$ cat src/acs_defines.vh
// How it works
// - mux routes channel from address bits
// - sequencer bits 11 start ascending sequence
// - first transfer after programming converts channel 0
// - writes during sequence use sequencer bits 10
// - other sequencer codes end the sequence
// - after final channel wrap to channel 0
// - word is zeros, address, twelve-bit result
// - shorter results padded with trailing zeros
// - first twelve bits load control when write set
// - power bits 11 keep device powered
// - write bit low keeps power bits
// - chip select fall starts conversion, holds
// - sixteen clocks, track on 14th fall
// - power bits 10 give full shutdown
// - wake from shutdown on chip select rise
// - hold during shutdown, waking write tracks on 14th fall
// - range bit picks single or double span
// - upper sequencer bit 0 uses written address
// - early chip select rise aborts, no update
// - power bits 01 give auto shutdown
`ifndef ACS_DEFINES_VH
`define ACS_DEFINES_VH
`define ACS_CTRL_BITS     12
`define ACS_WORD_BITS     16
`define ACS_BIT_WRITE     11
`define ACS_BIT_SEQ_HI    10
`define ACS_BIT_SEQ_LO    3
`define ACS_BIT_ADDR_HI   7
`define ACS_BIT_ADDR_LO   6
`define ACS_BIT_PM_HI     5
`define ACS_BIT_PM_LO     4
`define ACS_BIT_RANGE     1
`define ACS_TRACK_EDGE    14
`define ACS_DONE_EDGE     16
`define ACS_CTRL_RESET    12'h000
`define ACS_PM_NORMAL     2'h3
`define ACS_PM_FULL_SD    2'h2
`define ACS_PM_AUTO_SD    2'h1
`define ACS_RES_12        2'h0
`define ACS_RES_10        2'h1
`define ACS_RES_8         2'h2
`define ACS_FIFO_DEPTH    16
`define ACS_FIFO_AW       4
`define ACS_WAKE_NS       1000
`define ACS_CLK_NS        100
`endif

$ cat src/acs_sync.v
`timescale 1ns/1ns
`default_nettype none
module acs_sync (
  input  wire core_clk,
  input  wire reset_n,
  input  wire din,
  output reg  dout
);
  reg stage;
  always @(posedge core_clk or negedge reset_n) begin
    if (!reset_n) begin
      stage <= 1'b0;
      dout  <= 1'b0;
    end else begin
      stage <= din;
      dout  <= stage;
    end
  end
endmodule
`default_nettype wire

$ cat src/acs_fifo.v
`timescale 1ns/1ns
`default_nettype none
module acs_fifo #(
  parameter WIDTH = 16,
  parameter DEPTH = 16,
  parameter AW    = 4
) (
  input  wire             core_clk,
  input  wire             reset_n,
  input  wire             in_valid,
  output wire             in_ready,
  input  wire [WIDTH-1:0] in_data,
  output wire             out_valid,
  input  wire             out_ready,
  output reg  [WIDTH-1:0] out_data
);
  reg [WIDTH-1:0] mem [0:DEPTH-1];
  reg [AW:0]      wr_ptr;
  reg [AW:0]      rd_ptr;
  reg             out_full;
  wire            empty = (wr_ptr == rd_ptr);
  wire            full  = (wr_ptr[AW] != rd_ptr[AW]) && (wr_ptr[AW-1:0] == rd_ptr[AW-1:0]);
  wire            pop   = !empty && (!out_full || out_ready);
  assign in_ready  = !full;
  assign out_valid = out_full;
  always @(posedge core_clk) begin
    if (in_valid && !full) begin
      mem[wr_ptr[AW-1:0]] <= in_data;
    end
  end
  always @(posedge core_clk or negedge reset_n) begin
    if (!reset_n) begin
      wr_ptr   <= {(AW+1){1'b0}};
      rd_ptr   <= {(AW+1){1'b0}};
      out_full <= 1'b0;
      out_data <= {WIDTH{1'b0}};
    end else begin
      if (in_valid && !full) begin
        wr_ptr <= wr_ptr + 1'b1;
      end
      if (pop) begin
        out_data <= mem[rd_ptr[AW-1:0]];
        rd_ptr   <= rd_ptr + 1'b1;
        out_full <= 1'b1;
      end else if (out_ready) begin
        out_full <= 1'b0;
      end
    end
  end
endmodule
`default_nettype wire

$ cat src/acs_core.v
`timescale 1ns/1ns
`default_nettype none
`include "acs_defines.vh"
module acs_core #(
  parameter RES_MODE = 0
) (
  input  wire        core_clk,
  input  wire        reset_n,
  input  wire        cs_n,
  input  wire        sclk,
  input  wire        sdi,
  output reg         sdo,
  output reg         sdo_oe,
  input  wire [11:0] conv_result,
  output reg  [1:0]  mux_chan,
  output reg         track_hold,
  output reg         powered,
  output reg         range_double,
  output reg         conv_start,
  output wire        word_valid,
  input  wire        word_ready,
  output wire [15:0] word_data,
  output reg  [11:0] ctrl_reg,
  output reg         seq_active
);
  localparam ST_IDLE = 2'h0;
  localparam ST_XFER = 2'h1;
  localparam ST_DONE = 2'h2;
  localparam integer WAKE_NUM = (`ACS_WAKE_NS + `ACS_CLK_NS - 1) / `ACS_CLK_NS;
  localparam [6:0]   WAKE_CYC = WAKE_NUM[6:0];
  //////////////////////////////////////////////////////////////////////////////
  // every pin passes two flip-flops before the edge logic reads it
  wire [2:0] pin_raw = {cs_n, sclk, sdi};
  wire [2:0] pin_sync;
  genvar     gi;
  generate
    for (gi = 0; gi < 3; gi = gi + 1) begin : g_sync
      acs_sync u_sync (
        .core_clk (core_clk),
        .reset_n  (reset_n),
        .din      (pin_raw[gi]),
        .dout     (pin_sync[gi])
      );
    end
  endgenerate
  wire cs_s   = pin_sync[2];
  wire sclk_s = pin_sync[1];
  wire sdi_s  = pin_sync[0];
  reg  cs_d;
  reg  sclk_d;
  reg  init_done;
  wire cs_fall   = init_done && cs_d && !cs_s;
  wire cs_rise   = init_done && !cs_d && cs_s;
  wire sclk_fall = init_done && sclk_d && !sclk_s;
  wire sclk_rise = init_done && !sclk_d && sclk_s;
  //////////////////////////////////////////////////////////////////////////////
  function [11:0] pad_result;
    input [11:0] r;
    input [1:0]  mode;
    begin
      if (mode == `ACS_RES_10) begin
        pad_result = {r[9:0], 2'h0};
      end else if (mode == `ACS_RES_8) begin
        pad_result = {r[7:0], 4'h0};
      end else begin
        pad_result = r;
      end
    end
  endfunction
  //////////////////////////////////////////////////////////////////////////////
  reg [1:0]  state;
  reg [4:0]  fall_cnt;
  reg [11:0] shift_in;
  reg [15:0] shift_out;
  reg [1:0]  seq_chan;
  reg [1:0]  conv_chan;
  reg        wake_pend;
  reg [6:0]  wake_cnt;
  reg        word_push;
  reg [15:0] word_buf;
  wire       fifo_in_ready;
  wire [1:0] pm_now    = {ctrl_reg[`ACS_BIT_PM_HI], ctrl_reg[`ACS_BIT_PM_LO]};
  wire [1:0] final_ch  = {ctrl_reg[`ACS_BIT_ADDR_HI], ctrl_reg[`ACS_BIT_ADDR_LO]};
  wire [1:0] new_seq   = {shift_in[`ACS_BIT_SEQ_HI], shift_in[`ACS_BIT_SEQ_LO]};
  wire [1:0] new_addr  = {shift_in[`ACS_BIT_ADDR_HI], shift_in[`ACS_BIT_ADDR_LO]};
  wire [1:0] new_pm    = {shift_in[`ACS_BIT_PM_HI], shift_in[`ACS_BIT_PM_LO]};
  // channel picked at the falling edge of chip select
  wire [1:0] next_chan = seq_active ? seq_chan : final_ch;
  //////////////////////////////////////////////////////////////////////////////
  always @(posedge core_clk or negedge reset_n) begin
    if (!reset_n) begin
      cs_d         <= 1'b1;
      sclk_d       <= 1'b0;
      init_done    <= 1'b0;
      state        <= ST_IDLE;
      fall_cnt     <= 5'h00;
      shift_in     <= 12'h000;
      shift_out    <= 16'h0000;
      ctrl_reg     <= `ACS_CTRL_RESET;
      seq_active   <= 1'b0;
      seq_chan     <= 2'h0;
      conv_chan    <= 2'h0;
      mux_chan     <= 2'h0;
      track_hold   <= 1'b0;
      powered      <= 1'b1;
      range_double <= 1'b1;
      conv_start   <= 1'b0;
      sdo          <= 1'b0;
      sdo_oe       <= 1'b0;
      wake_pend    <= 1'b0;
      wake_cnt     <= 7'h00;
      word_push    <= 1'b0;
      word_buf     <= 16'h0000;
    end else begin
      cs_d       <= cs_s;
      sclk_d     <= sclk_s;
      init_done  <= 1'b1;
      conv_start <= 1'b0;
      if (word_push && fifo_in_ready) begin
        word_push <= 1'b0;
      end
      if (wake_pend) begin
        if (wake_cnt == WAKE_CYC) begin
          wake_pend <= 1'b0;
          powered   <= 1'b1;
        end else begin
          wake_cnt <= wake_cnt + 7'h01;
        end
      end
      case (state)
        ST_IDLE: begin
          // a chip select fall is ignored while an output word is pending
          if (cs_fall && !word_push) begin
            state      <= ST_XFER;
            fall_cnt   <= 5'h00;
            track_hold <= 1'b1;
            conv_start <= 1'b1;
            conv_chan  <= next_chan;
            mux_chan   <= next_chan;
            sdo_oe     <= 1'b1;
            sdo        <= 1'b0;
            if (pm_now == `ACS_PM_AUTO_SD) begin
              powered <= 1'b1;
            end
            if (seq_active) begin
              seq_chan <= (seq_chan == final_ch) ? 2'h0 : seq_chan + 2'h1;
            end
          end
        end
        ST_XFER: begin
          if (cs_rise) begin
            state  <= ST_IDLE;
            sdo_oe <= 1'b0;
            if (pm_now != `ACS_PM_FULL_SD) begin
              track_hold <= 1'b0;
            end
          end else if (sclk_rise && fall_cnt <= `ACS_CTRL_BITS) begin
            shift_in <= {shift_in[10:0], sdi_s};
          end else if (sclk_fall) begin
            fall_cnt <= fall_cnt + 5'h01;
            if (fall_cnt == 5'h00) begin
              // address bits leave on the 2nd fall, result follows
              shift_out <= {conv_chan, pad_result(conv_result, RES_MODE[1:0]),
                            2'h0};
              sdo       <= 1'b0;
            end else begin
              sdo       <= shift_out[15];
              shift_out <= {shift_out[14:0], 1'b0};
            end
            // in full shutdown only a waking write releases the hold
            if (fall_cnt == `ACS_TRACK_EDGE - 1 && (pm_now != `ACS_PM_FULL_SD ||
                (shift_in[`ACS_BIT_WRITE] && new_pm == `ACS_PM_NORMAL))) begin
              track_hold <= 1'b0;
            end
            if (fall_cnt == `ACS_DONE_EDGE - 1) begin
              sdo_oe    <= 1'b0;
              state     <= ST_DONE;
              word_buf  <= {2'h0, conv_chan, pad_result(conv_result, RES_MODE[1:0])};
              word_push <= 1'b1;
            end
          end
        end
        ST_DONE: begin
          if (cs_rise) begin
            state <= ST_IDLE;
            if (shift_in[`ACS_BIT_WRITE]) begin
              ctrl_reg <= shift_in;
              if (new_seq == 2'h3) begin
                seq_active <= 1'b1;
                seq_chan   <= 2'h0;
              end else if (new_seq != 2'h2) begin
                seq_active <= 1'b0;
              end
              range_double <= !shift_in[`ACS_BIT_RANGE];
              if (new_pm == `ACS_PM_NORMAL) begin
                if (pm_now == `ACS_PM_FULL_SD) begin
                  wake_pend <= 1'b1;
                  wake_cnt  <= 7'h00;
                end else begin
                  powered <= 1'b1;
                end
              end else if (new_pm == `ACS_PM_FULL_SD) begin
                powered    <= 1'b0;
                track_hold <= 1'b1;
                wake_pend  <= 1'b0;
              end else if (new_pm == `ACS_PM_AUTO_SD) begin
                powered    <= 1'b0;
              end
            end else if (pm_now == `ACS_PM_AUTO_SD) begin
              powered <= 1'b0;
            end else if (pm_now == `ACS_PM_FULL_SD) begin
              track_hold <= 1'b1;
            end
            // new address picks next direct channel
            if (shift_in[`ACS_BIT_WRITE] && !new_seq[1]) begin
              mux_chan <= new_addr;
            end
          end
        end
        default: begin
          state <= ST_IDLE;
        end
      endcase
    end
  end
  //////////////////////////////////////////////////////////////////////////////
  acs_fifo #(
    .WIDTH (`ACS_WORD_BITS),
    .DEPTH (`ACS_FIFO_DEPTH),
    .AW    (`ACS_FIFO_AW)
  ) u_fifo (
    .core_clk  (core_clk),
    .reset_n   (reset_n),
    .in_valid  (word_push),
    .in_ready  (fifo_in_ready),
    .in_data   (word_buf),
    .out_valid (word_valid),
    .out_ready (word_ready),
    .out_data  (word_data)
  );
endmodule
`default_nettype wire

$ cat config.mk
export PLATFORM = sky130hd
export DESIGN_NAME = acs_core
export DESIGN_NICKNAME = d
export VERILOG_FILES = /design/src/acs_sync.v /design/src/acs_fifo.v /design/src/acs_core.v
export VERILOG_INCLUDE_DIRS = /design/src /design/src/src
export SDC_FILE = /design/constraint.sdc
export NUM_CORES = 1
export LEC_CHECK = 0
export ABC_AREA = 1
export BUFFER_PORTS_ARGS = -buffer_cell sky130_fd_sc_hd__buf_2
export CAP_MARGIN = 25
export CORE_MARGIN = 2
export CORE_UTILIZATION = 50
export DETAILED_ROUTE_END_ITERATION = 8
export GPL_TIMING_DRIVEN = 1
export PLACE_DENSITY = 0.67
export SLEW_MARGIN = 20
export SYNTH_ARGS = -nofsm -noshare
export SYNTH_HDL_FRONTEND = slang
export SYNTH_HIERARCHICAL = 1
export SYNTH_SLANG_ARGS = --single-unit
$ cat constraint.sdc
create_clock -name core_clk -period 2.9 [get_ports core_clk]
set_clock_uncertainty 0.2 [all_clocks]
set_input_delay 0.435 -clock core_clk [delete_from_list [all_inputs] [get_ports core_clk]]
set_output_delay 0.435 -clock core_clk [all_outputs]
set_load 0.01 [all_outputs]
==> run metrics <==
H-tree depth 2; share of cells above drive strength 1 10.1%; unrepaired setup endpoints after global routing false; run status finished, final reports clean; Worst Tran Pin Value 0.963 ns; R2R cell count 7; Worst R2R End u_fifo/mem[15][11]$_DFFE_PP_; largest vdd supply drop 494 uV; CP peak stage delay 0.47 ns; largest net degree at the start of global routing 86; gr usage total 21.5%; WL/cell 15.4 um; maximum buffer depth of the clock tree 3; mapped cell area 16600 sq um; number of placement rows 66; Avg Vias per Cell 4.96; Slew Limit Headroom 35.8%; worst hold margin 0.0255 ns; Netlist cell types 39; Synth Flop Type edfxtp_1; Setup Fix Bufs, Post-CTS 0; Starting DRT DRC Count 883; initial antenna violation count 0; die width 186 um; P&R area growth vs syn 14.1%; Hold Violations, Final 0; Final period util 82.7%; f_max 417 MHz; RD Place Congestion 0.796; crit path max fanout 16; final-report max-slew violation count 0; minimum clock period 2.40 ns; CTS tree yes; Port Buf Inserts 55; vias in the first global route 11300; final worst-path setup slack 0.500 ns; post-layout util 57.9%; WHS Endpoint word_buf[4]$_DFFE_PN0P_; cells after synthesis 1725; Worst EP arrival 2.45 ns; Clock Root Buffer clkbuf_16; 1st-pass router iterations 5; gr ovfl total 0; most common cell after layout, fill and taps aside nand2_1; post-DP HPWL 22000 um; R2R Path Start u_fifo/wr_ptr[2]$_DFFE_PN0P_; CTS buffer count 40; crit path capture type flip-flop; later-pin clock latency in the skew report 0.52 ns; sequential element share of the synthesized area 64.1%; Worst EP required 2.96 ns; Antenna diodes 0; post-synthesis register bit count 373; max reg flops 256; first-pass GRT wire length 57900 um; most frequent cells in the layout nand2_1, inv_1, edfxtp_1, nand3_1, dfrtp_1; DRT Wirelength 35400 um; P_leak 8.79 nW; die area 34600 sq um; DRC 0; hold buffers post-CTS 11; Final ANT Viol Nets 0; # clock sinks 373; Synth Area per Inst 9.61 sq um; Core Region 32600 sq um; WHS Path Cells 3; Initial Util 50.8%; post-cts resize count 0; Async SR Flop Fraction 31.4%; Startpoint Class flip-flop; critical path class reg2reg; Post-synth EDFFs 256; die height 186 um; Total Nets Final 1859; CP max stage cell dfrtp_1; PwrDens 623 nW/um^2; IO Pins 56; vias after detailed routing 11400; R2R setup slack 0.50 ns; Max Cap Viol 0; final setup fails 0; HP Class in2reg; worst path cell trace xor2_1, nor2_1, nand3b_2, nand2_2, buf_4, nor2_1, buf_4; Worst-path clk slew 0.06 ns; hold path startpoint conv_result[4]; Synth Warn # 6; Setup TNS 0 ns; DP Worst Slack 0.558 ns
report_power, final:
group	internal, W	leakage (nW)	switching [W]
Combinational	0.000280	3.89	0.000609
Sequential	0.00586	4.28	0.000111
Clock	0.00293	0.622	0.00199
critical path: cells and delay by family, from the launching register on:
family        cells  cell delay, ns
xor+xnor          1            0.21
simple gates      4            0.80
buf+inv           2            0.45
flops             1            0.47
cells by family (layout without fill, tap and decap cells):
logic type      count (synthesis)  in the layout  share of synthesized area (%)
other cells                     2             33                         0.0453
buf+inv                       381            483                           9.70
flops                         373            373                           64.1
xor+xnor                       18             18                          0.951
compound gates                 85             85                           2.95
fa+ha+maj                      11             11                          0.831
simple gates                  855            855                           21.4
final cells by class:
cell class	count	area, sq um
Clock buffer	54	1150
Clock inverter	16	123
Fill cell	2759	13700
Inverter	314	1190
Multi-Input combinational cell	1002	4540
Sequential cell	373	10600
Tap cell	442	553
Timing Repair Buffer	99	723
per-stage QoR:
stage,power [W],instances,cell area (sq um)
floorplan,0.00670,1756,16700
global placement,0.00692,2219,17500
detailed placement,0.00695,2219,17500
CTS,0.0119,2300,18900
global route,0.0123,2300,18900
finish,0.0118,2300,18900
cell usage after synthesis, drive strengths merged (2+ instances only):
cell type,instances,area share (%)
nand2,596,14
inv,312,7.1
edfxtp,256,46
nand3,191,5.9
dfrtp,114,17
o21ai,59,1.8
buf,57,2.3
nor2,41,1.1
nor3,19,0.57
o211ai,14,0.72
ha,11,0.83
clkbuf,10,0.23
xor2,10,0.53
a21oi,9,0.29
xnor2,8,0.42
dfstp,3,0.48
nand4,3,0.11
or2,3,0.11
conb,2,0.045
layer usage:
metal | vias to the layer above | GRT usage [%] | wire length (um)
met5 | - | 0 | 0
met4 | 0 | 6.74 | 900
met3 | 56 | 4.09 | 2160
met2 | 302 | 36.2 | 16700
met1 | 5436 | 28.4 | 15700
li1 | 5608 | - | -
worst max-delay path by stage:
stage	to	from	cells past startpoint
6_report	u_fifo/mem[15][11]$_DFFE_PP_	u_fifo/wr_ptr[2]$_DFFE_PN0P_	7
3_3_place_gp	u_fifo/out_data[14]$_DFFE_PN0P_	u_fifo/rd_ptr[0]$_DFFE_PN0P_	10
2_1_floorplan	u_fifo/mem[2][0]$_DFFE_PP_	u_fifo/rd_ptr[0]$_DFFE_PN0P_	7
5_1_grt	u_fifo/out_data[14]$_DFFE_PN0P_	u_fifo/rd_ptr[0]$_DFFE_PN0P_	10
4_1_cts	u_fifo/out_data[14]$_DFFE_PN0P_	u_fifo/rd_ptr[0]$_DFFE_PN0P_	10
3_5_place_dp	u_fifo/mem[15][8]$_DFFE_PP_	u_fifo/wr_ptr[2]$_DFFE_PN0P_	7
Note: power is estimated with default switching activity, not from simulation.
